[src/common/nslp_pkg.sv]
// Function
// Flash self-write instruction only programs when fetched from the boot section
// Self-write from boot may address any flash location, boot section included
// Flash locations are sixteen bits; instructions use one or two locations
// Application table equals boot section in size and has its own lock field
// Separate lock fields block read, write or both per flash section
// Programmer and software may write locks, but only toward stricter protection
// Locks clear only by chip erase, after all other flash is erased; the core also reloads erased locks at every reset
// Unprogrammed fuse or lock bit reads one, programmed reads zero
// Only the programmer writes fuses; software may only read them
// Factory signature row rejects all writes and erases but stays readable
// Part of the factory calibration is copied out automatically after reset
// User signature row is one page, survives chip erase, has own erase
// Programmer should write every fuse byte to a valid setting
// Flash is reachable from both the programmer port and software
// Register space, EEPROM and SRAM have fixed data-space start addresses
// Internal SRAM always starts at the same fixed data-space address
// Accesses forbidden by the current lock setting are silently ignored
package nslp_pkg;
    localparam int          WORD_W      = 16;              // Flash location width
    localparam int          FUSE_BYTES  = 4;
    localparam int          CAL_AUTO    = 2;               // Words loaded after reset
    localparam logic [15:0] BOOT_START  = 16'hf000;
    localparam logic [15:0] BOOT_WORDS  = 16'h1000;
    localparam logic [15:0] TABLE_START = 16'(BOOT_START - BOOT_WORDS);
    localparam logic [23:0] DS_EEP_BASE  = 24'h001000;
    localparam logic [23:0] DS_SRAM_BASE = 24'h002000;
    localparam logic [7:0]  REG_ADDR    = 8'h00;
    localparam logic [7:0]  REG_DATA    = 8'h04;
    localparam logic [7:0]  REG_CMD     = 8'h08;
    localparam logic [7:0]  REG_STATUS  = 8'h0c;
    localparam logic [7:0]  REG_LOCK    = 8'h10;
    localparam logic [7:0]  REG_FUSE    = 8'h14;
    localparam logic [7:0]  LOCK_RST    = 8'hff;           // Erased state is all ones
    localparam logic [7:0]  FUSE_RST    = 8'hff;
    localparam int          LK_APP_LSB  = 0;
    localparam int          LK_TBL_LSB  = 2;
    localparam int          LK_BOOT_LSB = 4;
    localparam int          LK_WR_BIT   = 0;               // One means writes allowed
    localparam int          LK_RD_BIT   = 1;               // One means reads allowed
    localparam int          ST_BUSY     = 0;
    localparam int          ST_DENY     = 1;
    localparam int          ST_PEND     = 2;
    localparam logic [1:0]  RESP_OKAY   = 2'h0;
    localparam logic [1:0]  RESP_SLVERR = 2'h2;

    typedef enum logic [3:0] {
        NSLP_RD_FLASH = 4'h0, NSLP_WR_FLASH = 4'h1, NSLP_ER_PAGE  = 4'h2,
        NSLP_CHIP_ER  = 4'h3, NSLP_RD_USIG  = 4'h4, NSLP_WR_USIG  = 4'h5,
        NSLP_ER_USIG  = 4'h6, NSLP_RD_PSIG  = 4'h7, NSLP_WR_PSIG  = 4'h8,
        NSLP_ER_PSIG  = 4'h9, NSLP_WR_FUSE  = 4'ha, NSLP_RD_FUSE  = 4'hb,
        NSLP_WR_LOCK  = 4'hc, NSLP_RD_LOCK  = 4'hd
    } nslp_cmd_e;
    typedef enum logic [1:0] {
        NSLP_MEM_RD = 2'h0, NSLP_MEM_WR = 2'h1, NSLP_MEM_ERPG = 2'h2, NSLP_MEM_ERALL = 2'h3
    } nslp_op_e;
    typedef enum logic [1:0] {
        NSLP_SP_FLASH = 2'h0, NSLP_SP_USIG = 2'h1, NSLP_SP_PSIG = 2'h2
    } nslp_space_e;
    typedef struct packed {
        nslp_cmd_e   cmd;
        logic [23:0] addr;
        logic [15:0] data;
    } nslp_cmd_s;
    typedef struct packed {
        logic        valid;
        nslp_op_e    op;
        nslp_space_e space;
        logic [23:0] addr;
        logic [15:0] wdata;
    } nslp_mem_s;
    typedef struct packed {
        logic [7:0]  awaddr;
        logic        awvalid;
        logic [31:0] wdata;
        logic [3:0]  wstrb;
        logic        wvalid;
        logic        bready;
        logic [7:0]  araddr;
        logic        arvalid;
        logic        rready;
    } nslp_axi_req_s;
    typedef struct packed {
        logic        awready;
        logic        wready;
        logic [1:0]  bresp;
        logic        bvalid;
        logic        arready;
        logic [31:0] rdata;
        logic [1:0]  rresp;
        logic        rvalid;
    } nslp_axi_rsp_s;
endpackage : nslp_pkg

[src/core/nslp_core.sv]
// The register addresses and register access over AXI4-Lite were left to the implementer.
`timescale 1ns/1ps
`default_nettype none
module nslp_core (
    input  wire logic                    aclk,
    input  wire logic                    aresetn,
    input  wire nslp_pkg::nslp_axi_req_s axi_i,
    output nslp_pkg::nslp_axi_rsp_s      axi_o,
    input  wire logic [15:0]             cpu_pc,
    input  wire logic                    prog_cmd_valid,
    input  wire nslp_pkg::nslp_cmd_s     prog_cmd,
    output logic                         prog_cmd_ready,
    output logic [15:0]                  prog_rdata,
    output logic                         prog_rvalid,
    output nslp_pkg::nslp_mem_s          mem_o,
    input  wire logic                    mem_ready,
    input  wire logic                    mem_rvalid,
    input  wire logic [15:0]             mem_rdata,
    output logic [31:0]                  cal_o,
    output logic                         cal_done,
    output logic [31:0]                  fuse_o,
    output logic [7:0]                   lock_o,
    input  wire logic [23:0]             ds_addr,
    output logic [2:0]                   ds_region
);
    typedef enum logic [5:0] {
        S_CALIB = 6'h01, S_IDLE = 6'h02, S_ISSUE = 6'h04,
        S_WAIT  = 6'h08, S_CE_FL = 6'h10, S_CE_LK = 6'h20
    } nslp_state_e;

    // Word address falls in the boot section
    function automatic logic in_boot(input logic [15:0] a);
        return a >= nslp_pkg::BOOT_START;
    endfunction : in_boot

    // Two-bit lock field governing a flash word address
    function automatic logic [1:0] lock_field(input logic [15:0] a, input logic [7:0] lk);
        if (in_boot(a))
            return lk[nslp_pkg::LK_BOOT_LSB +: 2];
        else if (a >= nslp_pkg::TABLE_START)
            return lk[nslp_pkg::LK_TBL_LSB +: 2];
        else
            return lk[nslp_pkg::LK_APP_LSB +: 2];
    endfunction : lock_field

    // Access policy per command and source
    function automatic logic permit(input nslp_pkg::nslp_cmd_e c, input logic [15:0] a,
                                    input logic from_prog, input logic boot_fetch,
                                    input logic [7:0] lk);
        logic [1:0] f;
        f = lock_field(a, lk);
        case (c)
            nslp_pkg::NSLP_RD_FLASH: return f[nslp_pkg::LK_RD_BIT];
            nslp_pkg::NSLP_WR_FLASH,
            nslp_pkg::NSLP_ER_PAGE:  return f[nslp_pkg::LK_WR_BIT] && (from_prog || boot_fetch);
            nslp_pkg::NSLP_CHIP_ER,
            nslp_pkg::NSLP_WR_FUSE:  return from_prog;
            nslp_pkg::NSLP_WR_PSIG,
            nslp_pkg::NSLP_ER_PSIG:  return 1'b0;
            default:                 return 1'b1;
        endcase
    endfunction : permit

    // Byte-lane merge for register writes
    function automatic logic [31:0] wmerge(input logic [31:0] old, input logic [31:0] d,
                                           input logic [3:0] strb);
        logic [31:0] r;
        r = old;
        for (int i = 0; i < 4; i++) begin
            if (strb[i])
                r[8*i +: 8] = d[8*i +: 8];
        end
        return r;
    endfunction : wmerge

    nslp_state_e            state_q, state_d;
    nslp_pkg::nslp_cmd_s    cpu_q, cpu_d, cur_q, cur_d, sel;
    logic                   pend_q, pend_d, src_q, src_d, deny_q, deny_d;
    logic [7:0]             lock_q, lock_d;
    logic [31:0]            fuse_q, fuse_d, cal_q, cal_d;
    logic [15:0]            rd_q, rd_d, prd_q, prd_d;
    logic                   prv_q, prv_d, cdone_q, cdone_d, cwait_q, cwait_d;
    logic [$clog2(nslp_pkg::CAL_AUTO)-1:0] cidx_q, cidx_d;
    logic                   bvalid_q, bvalid_d, rvalid_q, rvalid_d;
    logic [1:0]             bresp_q, bresp_d, rresp_q, rresp_d;
    logic [31:0]            rdata_q, rdata_d;
    logic [2:0]             dsr_q, dsr_d;
    logic                   wacc, racc, take_prog, take_cpu, ok, deny_evt;
    logic [1:0]             cpu_field;

    assign wacc = axi_i.awvalid && axi_i.wvalid && !bvalid_q;
    assign racc = axi_i.arvalid && !rvalid_q;
    // Programmer wins over a pending software command
    assign take_prog = (state_q == S_IDLE) && prog_cmd_valid;
    assign take_cpu  = (state_q == S_IDLE) && !prog_cmd_valid && pend_q;
    assign sel       = take_prog ? prog_cmd : cpu_q;
    assign ok        = permit(sel.cmd, sel.addr[15:0], take_prog, in_boot(cpu_pc), lock_q);
    // Denial this cycle, so a software clear cannot hide it even when already set
    assign deny_evt  = (take_prog || take_cpu) && !ok;
    assign cpu_field = lock_field(cpu_q.addr[15:0], lock_q);

    // Bus answers, registered so payload is stable until taken
    always_comb begin
        axi_o.awready = wacc;
        axi_o.wready  = wacc;
        axi_o.bvalid  = bvalid_q;
        axi_o.bresp   = bresp_q;
        axi_o.arready = racc;
        axi_o.rvalid  = rvalid_q;
        axi_o.rdata   = rdata_q;
        axi_o.rresp   = rresp_q;
    end

    // Memory request is driven from held command flops only
    always_comb begin
        mem_o.valid = 1'b0;
        mem_o.op    = nslp_pkg::NSLP_MEM_RD;
        mem_o.space = nslp_pkg::NSLP_SP_FLASH;
        mem_o.addr  = cur_q.addr;
        mem_o.wdata = cur_q.data;
        case (state_q)
            S_CALIB: begin
                mem_o.valid = !cwait_q;
                mem_o.space = nslp_pkg::NSLP_SP_PSIG;
                mem_o.addr  = 24'(cidx_q);
            end
            S_ISSUE: begin
                mem_o.valid = 1'b1;
                case (cur_q.cmd)
                    nslp_pkg::NSLP_WR_FLASH: mem_o.op = nslp_pkg::NSLP_MEM_WR;
                    nslp_pkg::NSLP_ER_PAGE:  mem_o.op = nslp_pkg::NSLP_MEM_ERPG;
                    nslp_pkg::NSLP_RD_USIG:  mem_o.space = nslp_pkg::NSLP_SP_USIG;
                    nslp_pkg::NSLP_RD_PSIG:  mem_o.space = nslp_pkg::NSLP_SP_PSIG;
                    nslp_pkg::NSLP_WR_USIG: begin
                        mem_o.op    = nslp_pkg::NSLP_MEM_WR;
                        mem_o.space = nslp_pkg::NSLP_SP_USIG;
                    end
                    nslp_pkg::NSLP_ER_USIG: begin
                        mem_o.op    = nslp_pkg::NSLP_MEM_ERPG;
                        mem_o.space = nslp_pkg::NSLP_SP_USIG;
                    end
                    default: mem_o.op = nslp_pkg::NSLP_MEM_RD;
                endcase
            end
            S_CE_FL: begin
                // Flash space only, so the user row survives
                mem_o.valid = 1'b1;
                mem_o.op    = nslp_pkg::NSLP_MEM_ERALL;
            end
            default: mem_o.valid = 1'b0;
        endcase
    end

    // Next state of control, policy stores and register file
    always_comb begin
        state_d  = state_q;
        cpu_d    = cpu_q;
        cur_d    = cur_q;
        pend_d   = pend_q;
        src_d    = src_q;
        deny_d   = deny_q;
        lock_d   = lock_q;
        fuse_d   = fuse_q;
        cal_d    = cal_q;
        rd_d     = rd_q;
        prd_d    = prd_q;
        prv_d    = 1'b0;
        cdone_d  = cdone_q;
        cwait_d  = cwait_q;
        cidx_d   = cidx_q;
        bvalid_d = bvalid_q && !axi_i.bready;
        bresp_d  = bresp_q;
        rvalid_d = rvalid_q && !axi_i.rready;
        rresp_d  = rresp_q;
        rdata_d  = rdata_q;
        case (state_q)
            S_CALIB: begin
                if (!cwait_q && mem_ready)
                    cwait_d = 1'b1;
                if (cwait_q && mem_rvalid) begin
                    cal_d[16*cidx_q +: 16] = mem_rdata;
                    cwait_d = 1'b0;
                    cidx_d  = cidx_q + 1'b1;
                    if (32'(cidx_q) == nslp_pkg::CAL_AUTO - 1) begin
                        cdone_d = 1'b1;
                        state_d = S_IDLE;
                    end
                end
            end
            S_IDLE: begin
                if (take_prog || take_cpu) begin
                    pend_d = take_prog ? pend_q : 1'b0;
                    src_d  = take_prog;
                    cur_d  = sel;
                    if (!ok) begin
                        deny_d = 1'b1;
                    end else begin
                        case (sel.cmd)
                            nslp_pkg::NSLP_WR_LOCK: lock_d = lock_q & sel.data[7:0];
                            nslp_pkg::NSLP_WR_FUSE:
                                fuse_d[8*sel.addr[1:0] +: 8] = sel.data[7:0];
                            nslp_pkg::NSLP_RD_FUSE: begin
                                prd_d = {8'h00, fuse_q[8*sel.addr[1:0] +: 8]};
                                prv_d = take_prog;
                            end
                            nslp_pkg::NSLP_RD_LOCK: begin
                                prd_d = {8'h00, lock_q};
                                prv_d = take_prog;
                            end
                            nslp_pkg::NSLP_CHIP_ER: state_d = S_CE_FL;
                            default: state_d = S_ISSUE;
                        endcase
                    end
                end
            end
            S_ISSUE: begin
                if (mem_ready)
                    state_d = (cur_q.cmd == nslp_pkg::NSLP_RD_FLASH ||
                               cur_q.cmd == nslp_pkg::NSLP_RD_USIG ||
                               cur_q.cmd == nslp_pkg::NSLP_RD_PSIG) ? S_WAIT : S_IDLE;
            end
            S_WAIT: begin
                if (mem_rvalid) begin
                    state_d = S_IDLE;
                    if (src_q) begin
                        prd_d = mem_rdata;
                        prv_d = 1'b1;
                    end else begin
                        rd_d = mem_rdata;
                    end
                end
            end
            S_CE_FL: begin
                if (mem_ready)
                    state_d = S_CE_LK;
            end
            S_CE_LK: begin
                lock_d  = nslp_pkg::LOCK_RST;
                state_d = S_IDLE;
            end
            default: state_d = S_IDLE;
        endcase
        // Register writes; a clear of the deny flag loses to a new denial
        if (wacc) begin
            bvalid_d = 1'b1;
            bresp_d  = nslp_pkg::RESP_OKAY;
            case (axi_i.awaddr)
                nslp_pkg::REG_ADDR:
                    cpu_d.addr = 24'(wmerge({8'h00, cpu_q.addr}, axi_i.wdata, axi_i.wstrb));
                nslp_pkg::REG_DATA:
                    cpu_d.data = 16'(wmerge({16'h0000, cpu_q.data}, axi_i.wdata, axi_i.wstrb));
                nslp_pkg::REG_CMD: begin
                    if ((!pend_q || take_cpu) && axi_i.wstrb[0]) begin
                        cpu_d.cmd = nslp_pkg::nslp_cmd_e'(axi_i.wdata[3:0]);
                        pend_d    = 1'b1;
                    end
                end
                nslp_pkg::REG_STATUS: begin
                    if (axi_i.wstrb[0] && axi_i.wdata[nslp_pkg::ST_DENY] && !deny_evt)
                        deny_d = 1'b0;
                end
                nslp_pkg::REG_LOCK: begin
                    if (axi_i.wstrb[0])
                        lock_d = lock_d & axi_i.wdata[7:0];
                end
                nslp_pkg::REG_FUSE: deny_d = 1'b1;
                default: bresp_d = nslp_pkg::RESP_SLVERR;
            endcase
        end
        // Register reads
        if (racc) begin
            rvalid_d = 1'b1;
            rresp_d  = nslp_pkg::RESP_OKAY;
            case (axi_i.araddr)
                nslp_pkg::REG_ADDR:   rdata_d = {8'h00, cpu_q.addr};
                nslp_pkg::REG_DATA:   rdata_d = {16'h0000, rd_q};
                nslp_pkg::REG_CMD:    rdata_d = {28'h0000000, cpu_q.cmd};
                nslp_pkg::REG_STATUS: rdata_d = {29'h0, pend_q, deny_q,
                                                 state_q != S_IDLE};
                nslp_pkg::REG_LOCK:   rdata_d = {24'h000000, lock_q};
                nslp_pkg::REG_FUSE:   rdata_d = fuse_q;
                default: begin
                    rdata_d = 32'h00000000;
                    rresp_d = nslp_pkg::RESP_SLVERR;
                end
            endcase
        end
    end

    // Fixed data-space map: one-hot {sram, eeprom, io}
    always_comb begin
        if (ds_addr >= nslp_pkg::DS_SRAM_BASE)
            dsr_d = 3'h4;
        else if (ds_addr >= nslp_pkg::DS_EEP_BASE)
            dsr_d = 3'h2;
        else
            dsr_d = 3'h1;
    end

    // Registers; fuses and locks come up erased since storage sits outside
    always_ff @(posedge aclk) begin
        if (!aresetn) begin
            state_q  <= S_CALIB;
            cpu_q    <= '{cmd: nslp_pkg::NSLP_RD_FLASH, addr: 24'h000000, data: 16'h0000};
            cur_q    <= '{cmd: nslp_pkg::NSLP_RD_FLASH, addr: 24'h000000, data: 16'h0000};
            pend_q   <= 1'b0;
            src_q    <= 1'b0;
            deny_q   <= 1'b0;
            lock_q   <= nslp_pkg::LOCK_RST;
            fuse_q   <= {nslp_pkg::FUSE_BYTES{nslp_pkg::FUSE_RST}};
            cal_q    <= 32'h00000000;
            rd_q     <= 16'h0000;
            prd_q    <= 16'h0000;
            prv_q    <= 1'b0;
            cdone_q  <= 1'b0;
            cwait_q  <= 1'b0;
            cidx_q   <= '0;
            bvalid_q <= 1'b0;
            bresp_q  <= nslp_pkg::RESP_OKAY;
            rvalid_q <= 1'b0;
            rresp_q  <= nslp_pkg::RESP_OKAY;
            rdata_q  <= 32'h00000000;
            dsr_q    <= 3'h1;
        end else begin
            state_q  <= state_d;
            cpu_q    <= cpu_d;
            cur_q    <= cur_d;
            pend_q   <= pend_d;
            src_q    <= src_d;
            deny_q   <= deny_d;
            lock_q   <= lock_d;
            fuse_q   <= fuse_d;
            cal_q    <= cal_d;
            rd_q     <= rd_d;
            prd_q    <= prd_d;
            prv_q    <= prv_d;
            cdone_q  <= cdone_d;
            cwait_q  <= cwait_d;
            cidx_q   <= cidx_d;
            bvalid_q <= bvalid_d;
            bresp_q  <= bresp_d;
            rvalid_q <= rvalid_d;
            rresp_q  <= rresp_d;
            rdata_q  <= rdata_d;
            dsr_q    <= dsr_d;
        end
    end

    assign prog_cmd_ready = state_q == S_IDLE;
    assign prog_rdata     = prd_q;
    assign prog_rvalid    = prv_q;
    assign cal_o          = cal_q;
    assign cal_done       = cdone_q;
    assign fuse_o         = fuse_q;
    assign lock_o         = lock_q;
    assign ds_region      = dsr_q;

    property p_app_no_write;
        @(posedge aclk) disable iff (!aresetn)
        take_cpu && cpu_q.cmd == nslp_pkg::NSLP_WR_FLASH && !in_boot(cpu_pc)
            |=> state_q == S_IDLE ##1 !(mem_o.valid && mem_o.op == nslp_pkg::NSLP_MEM_WR);
    endproperty
    a_app_no_write: assert property (p_app_no_write) else $error("app write started");

    property p_boot_write_any;
        @(posedge aclk) disable iff (!aresetn)
        take_cpu && cpu_q.cmd == nslp_pkg::NSLP_WR_FLASH && in_boot(cpu_pc)
            && cpu_field[nslp_pkg::LK_WR_BIT]
            |=> mem_o.valid && mem_o.op == nslp_pkg::NSLP_MEM_WR && mem_o.addr == $past(cpu_q.addr);
    endproperty
    a_boot_write_any: assert property (p_boot_write_any) else $error("boot write lost");

    property p_lock_stricter;
        @(posedge aclk) disable iff (!aresetn)
        state_q != S_CE_LK |=> (lock_q & ~$past(lock_q)) == 8'h00;
    endproperty
    a_lock_stricter: assert property (p_lock_stricter) else $error("lock loosened");

    property p_lock_after_erase;
        @(posedge aclk) disable iff (!aresetn)
        state_q == S_CE_FL && mem_ready |=> state_q == S_CE_LK ##1 lock_q == nslp_pkg::LOCK_RST;
    endproperty
    a_lock_after_erase: assert property (p_lock_after_erase) else $error("lock clear order");

    property p_fuse_prog_only;
        @(posedge aclk) disable iff (!aresetn)
        $changed(fuse_q) |-> $past(take_prog);
    endproperty
    a_fuse_prog_only: assert property (p_fuse_prog_only) else $error("fuse changed by cpu");

    property p_psig_read_only;
        @(posedge aclk) disable iff (!aresetn)
        mem_o.valid && mem_o.space == nslp_pkg::NSLP_SP_PSIG |-> mem_o.op == nslp_pkg::NSLP_MEM_RD;
    endproperty
    a_psig_read_only: assert property (p_psig_read_only) else $error("psig modified");

    property p_usig_kept;
        @(posedge aclk) disable iff (!aresetn)
        mem_o.valid && mem_o.op == nslp_pkg::NSLP_MEM_ERALL |-> mem_o.space == nslp_pkg::NSLP_SP_FLASH;
    endproperty
    a_usig_kept: assert property (p_usig_kept) else $error("chip erase hit user row");

    property p_deny_silent;
        @(posedge aclk) disable iff (!aresetn)
        (take_prog || take_cpu) && !ok |=> state_q == S_IDLE && deny_q && !prog_rvalid;
    endproperty
    a_deny_silent: assert property (p_deny_silent) else $error("denied access acted");

    property p_sram_map;
        @(posedge aclk) disable iff (!aresetn)
        ds_addr >= nslp_pkg::DS_SRAM_BASE |=> ds_region == 3'h4;
    endproperty
    a_sram_map: assert property (p_sram_map) else $error("sram base wrong");
endmodule : nslp_core
`default_nettype wire

[config.mk]
export PLATFORM = sky130hd
export DESIGN_NAME = nslp_core
export DESIGN_NICKNAME = d
export VERILOG_FILES = /design/src/common/nslp_pkg.sv /design/src/core/nslp_core.sv
export SDC_FILE = /design/constraint.sdc
export NUM_CORES = 1
export LEC_CHECK = 0
export BUFFER_PORTS_ARGS = -buffer_cell sky130_fd_sc_hd__buf_4
export CORE_MARGIN = 2
export CORE_UTILIZATION = 40
export DETAILED_ROUTE_END_ITERATION = 8
export HOLD_SLACK_MARGIN = 0.03
export PLACE_DENSITY = 0.67
export SYNTH_ARGS = -nofsm -noshare
export SYNTH_HDL_FRONTEND = slang
export SYNTH_SLANG_ARGS = --single-unit
[constraint.sdc]
create_clock -name aclk -period 3 [get_ports aclk]
set_clock_uncertainty 0.15 [all_clocks]
set_input_delay 0.3 -clock aclk [delete_from_list [all_inputs] [get_ports aclk]]
set_output_delay 0.3 -clock aclk [all_outputs]
set_load 0.01 [all_outputs]
Word level (Yosys, flattened, before mapping)
Index checks and enable logic that the tools add are counted.
Storage, ports and cells
  flip-flop bits (word level): 246
  logic and storage cells: 211
Cells by class
  $add $sub $neg: 3
  muxes and demuxes: 62
  reductions and logical operators: 61
  bitwise operators: 4
  magnitude comparators: 5
  equality and inequality tests: 42
  shift-type cells: 5
Operator list (count)
  one-hot mux 32 bit (6 select lines): 1
  negation 5 -> 34 bit: 2
  bitwise mux 32 bit: 2
  two-way mux 16 bit: 4
  one-hot mux 16 bit (2 select lines): 2
  greater-or-equal comparator 16 bit (second input constant): 3
  two-way mux 8 bit: 6
  two-way mux 44 bit: 1
  two-way mux 6 bit: 7
  variable shift 16 x 34 -> 32 bit (first input constant): 1
  variable shift 8 x 34 -> 32 bit (first input constant): 1
  indexed part select 16 x 34 -> 32 bit: 1
  indexed part select 8 x 34 -> 32 bit: 1
  equality test 8 x 4 -> 1 bit (second input constant): 4
  equality test 8 x 5 -> 1 bit (second input constant): 4
  indexed part select 32 x 6 -> 8 bit: 1
  one-hot mux 6 bit (5 select lines): 1
  equality test 4 bit (second input constant): 6
  greater-or-equal comparator 24 x 13 -> 1 bit (second input constant): 1
  greater-or-equal comparator 24 x 14 -> 1 bit (second input constant): 1
  two-way mux 24 bit: 1
  AND reduction 3 bit: 8
  two-way mux 1 bit: 20
  AND 8 bit: 2
  other kinds (38): 101

Longest topological paths before layout
  word-level depth: 15
  mapped depth: 12
  depth with buffers taken out: 9

Worst setup path after synthesis
OpenSTA, ideal clock, no wires.
  path kind: register -> register
  start point: register state_q[4]
  end point: register fuse_q[24] (netlist: fuse_o[24])
  arrival: 2.834 ns
  setup time: 0.076 ns
  clock period less this slack: 3.060 ns
  required time: 2.774 ns
  setup slack: -0.060 ns
  cell stages (with the launch flop): 11
  path through: dfxtp_1 -> buf_2 -> or3_1 -> buf_2 -> nor2_4 -> mux2i_1 -> clkbuf_1 -> ha_1 -> nor4b_1 -> nand3_1 -> o22ai_1
On the way
  word-level cells in the longest chain between the ends: 9
  elaborated cells between the ends (all ways): 28
RTL lines
  from (decl): line nslp_core.sv:76  | nslp_state_e state_q, state_d;
  from (signal assigned): line nslp_core.sv:325  | state_q <= state_d;
  equality test 6 x 2 -> 1 bit (*): line nslp_core.sv:94, nslp_core.sv:95, nslp_core.sv:176
  logical AND 1 bit: line nslp_core.sv:94  | assign take_prog = (state_q == S_IDLE) && prog_cmd_valid;
  two-way mux 44 bit: line nslp_core.sv:96  | assign sel = take_prog ? prog_cmd : cpu_q;
  greater-or-equal comparator 16 bit: line nslp_core.sv:40  | else if (a >= nslp_pkg::TABLE_START)
  two-way mux 2 bit: line nslp_core.sv:40
  two-way mux 2 bit: line nslp_core.sv:38  | if (in_boot(a))
  logical AND 1 bit: line nslp_core.sv:55  | nslp_pkg::NSLP_ER_PAGE: return f[nslp_pkg::LK_WR_BIT] && (from_prog || boot_fetch);
  one-hot mux 1 bit (4 select lines): line nslp_core.sv:52  | case (c)
  AND reduction 4 bit (no source line)
  to (signal assigned): line nslp_core.sv:310  | fuse_q <= {nslp_pkg::FUSE_BYTES{nslp_pkg::FUSE_RST}};
  to (signal assigned): line nslp_core.sv:332  | fuse_q <= fuse_d;
  to (decl): line nslp_core.sv:80  | logic [31:0] fuse_q, fuse_d, cal_q, cal_d;
Mark *: on every way between the ends. The rest lies on a longest branch, timed or not.
A chain may end at the register's enable or synchronous reset.

Worst setup path in the final report
  start point: register state_q[4]
  end point: register fuse_q[29] (netlist: fuse_o[29])
The elaborated chain is that of the path after synthesis.

==> reports/results.tsv <==
stage	metric	value	unit
floorplan	cell row count	60	
timing	RSZ-0062 raised after global routing	false	
yosys	Synth Area in Adders	0.4537	%
yosys	cells after synthesis	1382	
yosys	post-synthesis mux area share	5.490	%
cts	Post-CTS Setup Inserts	0	
timing	Max Clock Freq	347.8	MHz
finish	Util after Layout	57.24	%
yosys	Synth async-reset ratio	0	%
yosys	Syn Area/Cell	7.982	µm²
cts	H-tree depth	1	
floorplan	Initial Utilization	40.81	%
pwr	sequential share of power	42.3	%
yosys	Compound-Gate Fraction of Synth Area	20.22	%
drt	# DRC	0	
yosys	XOR/XNOR share of the synthesized area	0.3970	%
floorplan	Core ar.	0.02703	mm²
worst_setup_path	R2R cell count	9	
worst_setup_path	slowest cell on the critical path	or4b_1	
yosys	synth top area cells	dfxtp_1, nor2_1, nand2_1	
drt	total routed wirelength	41260	µm
yosys	Syn. warnings	0	
global_route	Overflow after GRT	0	
global_route	largest net degree at the start of global routing	121	
timing	Worst-Margin Slew	0.9125	ns
timing	Hold Violations, Final	0	
worst_setup_path	Critical R2R Capture	fuse_o[29]	
finish	Area Growth Syn to Fin	40.24	%
yosys	post-synth top area share	44.28	%
yosys	largest family of logic cells by synthesized area	simple AND/OR/NAND/NOR gates	
floorplan	full die area	0.02892	mm²
floorplan	# IOs	342	
run_status	status	completed	
cts	Sink Count	244	
cts	latest clock arrival within the worst-skew pair	0.54	ns
worst_setup_path	Worst R2R Start	state_q[4]	
pwr	Leakage	6.216	nW
timing	final setup vio count	0	
worst_hold_path	Hold Path End	state_q[4]	
job	number of max-cap violations	0	
worst_setup_path	crit path max fanout	11	
yosys	leading area contributor after synthesis	dfxtp_1	
worst_setup_path	data arrival time of the critical path	3.13	ns
worst_setup_path	Crit. End Element	flip-flop	
worst_setup_path	flop2flop setup slack	0.13	ns
pwr	clock power share	43.6	%
cts	CTS root buf	clkbuf_16	
finish	footprint of the multi-input gates	0.005504	mm²
timing	Final min period	2.875	ns
pwr	Combinational Power Share	14.1	%
timing	Slew Viols, Final	0	
worst_setup_path	Max stage delay on crit path	0.54	ns
worst_hold_path	Worst Min Path Start	prog_cmd[43]	
pwr	Max VDD drop	465.1	µV
cts	Clk pin slew, worst setup/hold paths	0.06	ns
drt	vias post-DR	11710	
finish	# fillers	2458	
place	port buffer count	306	
cts	clk buf depth	3	
global_route	initial antenna violation count	2	
finish	share of post-route cells with drive strength above 1	24.74	%
drt	Routed WL per cell	19.68	µm
worst_setup_path	crit start category	flip-flop	
yosys	Synth cell types	65	
pwr	Net Sw Frac	25.54	%
yosys	EDFF count, synth	0	
floorplan	Die Width	170.1	µm
timing	Fin Setup TNS	0	ns
yosys	Main synth FF type	dfxtp_1	
finish	# nets final	1900	
cts	CTS buffer count	27	
worst_hold_path	hold path depth	4	
global_route	first-pass GRT wire length	62010	µm
drt	via density per instance	5.588	
worst_setup_path	crit-path cells	buf_4 -> nor3_1 -> buf_4 -> nand3_1 -> or4b_1 -> a21oi_2 -> buf_4 -> and4_1 -> o22ai_1	
place	hpwl dp	29180	µm
yosys	mapped cell area	0.01103	mm²
place	gp weighted congestion	0.9212	
global_route	aggregate global-route resource usage	27.33	%
worst_setup_path	most numerous cell on the critical path	buf_4	
worst_setup_path	WS Path Type	flip-flop to flip-flop	
timing	worst rel slew slack	39.16	%
worst_hold_path	HP Class	primary input to flip-flop	
yosys	Seq/Total Area, Yosys	44.28	%
drt	initial drt markers	1073	
pwr	pwr dens	516.7	mW/mm²
finish	Storage cell area	0.004885	mm²
global_route	vias in the first global route	10890	
yosys	simple-gate share of the synthesized area	23.05	%
worst_setup_path	Worst EP required	3.26	ns
cts	CTS tree	yes	
floorplan	Die Y	170.1	µm
yosys	Yosys reg bits	244	
drt	DRT Pass-1 Iters	6	
pwr	Int Pwr	5.951	mW
timing	fin crit share	95.83	%
pwr	Sw Pwr	2.041	mW
drt	final antenna-violating net count	0	
==> synth_stat cells (all sizes together), types with 4 or more instances <==
library cell,instances
and2,26
a221oi,4
ha,4
dfxtp,244
nand2b,9
a211oi,66
o22ai,24
o211ai,9
nor3,17
mux2i,56
a22oi,20
a222oi,9
nand4,10
mux2,4
a31oi,7
inv,19
nand3,43
buf,51
a21oi,116
or3,5
clkbuf,78
nor2,212
nor3b,5
a311oi,7
nor4,9
nand2,195
o221ai,8
and3,15
o21ai,70
==> sequential cells by signal, indices dropped and copies added, names as in the netlist, 3 cells and up <==
register,count
cpu_q,44
cal_o,32
fuse_o,32
rdata_q,32
cur_q,28
mem_o,16
prog_rdata,16
rd_q,16
lock_o,8
state_q,6
ds_region,3
==> through the flow <==
step | hold WS [ns] | setup WS (ns) | total power, mW | area [µm²] | instances
floorplan | 0.2615 | 0.07838 | 3.987 | 11040 | 1383
finish | 0.05302 | 0.1250 | 7.993 | 15470 | 2096
detailed placement | 0.2958 | 0.1843 | 4.463 | 13640 | 1959
CTS | 0.04089 | 0.08900 | 8.018 | 15460 | 2095
global placement | 0.2910 | 0.1895 | 4.451 | 13640 | 1959
global route | 0.08910 | 0.02665 | 8.276 | 15470 | 2096
==> critical path: cells and delay by family (launching register included) <==
| kind | cells | cell delay (ns) |
|---|---|---|
| compound gates | 2 | 0.34 |
| buf+inv | 3 | 0.55 |
| flops | 1 | 0.31 |
| simple gates | 4 | 1.38 |
==> how the worst max path moves through the flow <==
stage                     endpoint  cells after the start  startpoint
floorplan               fuse_o[24]                     10  state_q[4]
global placement        fuse_o[26]                      9  state_q[4]
detailed placement   prog_rdata[1]                      9  state_q[3]
CTS                 prog_cmd_ready                      7  state_q[4]
global route            fuse_o[29]                     10  state_q[4]
finish                  fuse_o[29]                      9  state_q[4]
==> cells in the final DEF, fill, tap and decap left out, types with 3 or more instances in the layout <==
cell,instances
buf_4,361
dfxtp_1,244
nor2_1,209
nand2_1,195
a21oi_1,115
dlygate4sd3_1,87
o21ai_0,69
a211oi_1,66
mux2i_1,55
nand3_1,43
clkbuf_16,27
and2_1,26
o22ai_1,24
a22oi_1,20
inv_1,17
nor3_1,16
and3_1,15
nand4_1,10
nand2b_1,9
o211ai_1,9
a222oi_1,9
clkbuf_8,9
o221ai_1,8
a311oi_1,7
a31oi_1,7
nor4_1,6
clkinv_2,5
mux2_2,4
nor3b_1,4
a221oi_1,4
ha_1,4
o21a_1,3
nor4_2,3
or3_1,3
inv_6,3
xnor2_1,3
and4_1,3
bufinv_16,3
clkbuf_1,3
==> power by group through the flow <==
| stage | Clock [mW] | Combinational [mW] | Sequential [mW] |
|---|---|---|---|
| 2_1_floorplan | 0 | 0.539 | 3.45 |
| 4_1_cts | 3.53 | 1.11 | 3.38 |
| 5_1_grt | 3.68 | 1.21 | 3.39 |
| 3_5_place_dp | 0 | 1.02 | 3.45 |
| 6_report | 3.49 | 1.13 | 3.38 |
| 3_3_place_gp | 0 | 1.01 | 3.44 |
==> cell families after synthesis <==
group                      after synthesis
DFF                                    244
other                                    1
adders and majority gates                4
and+or+nand+nor                        565
AOI/OAI and AO/OA                      355
buffers and inverters                  148
xor gates and xnor gates                 5
muxes                                   60
==> repair_timing <==
action                                  CTS  global route
hold endpoints to repair                159             0
endpoints found under the setup margin    0            14
resized for setup                         0             3
hold buffers                             87             0
==> routing by layer <==
metal	global-route usage (%)	vias to the layer above	share of wire, %
met5	0	-	0
li1	-	5544	-
met3	5.698	124	9.0
met2	43.05	565	45
met4	11.33	0	4.5
met1	36.44	5480	42
==> final cells by class <==
type                       count  area share (%)
antenna                        1         0.01618
inverter                      19          0.4934
multi-input combinational    991           35.58
clock buffer                  39           5.241
sequential                   244           31.58
tap                          341           2.758
timing repair buffer         451           23.48
clock inverter                10          0.8573
(Power assumes the default switching activity.)
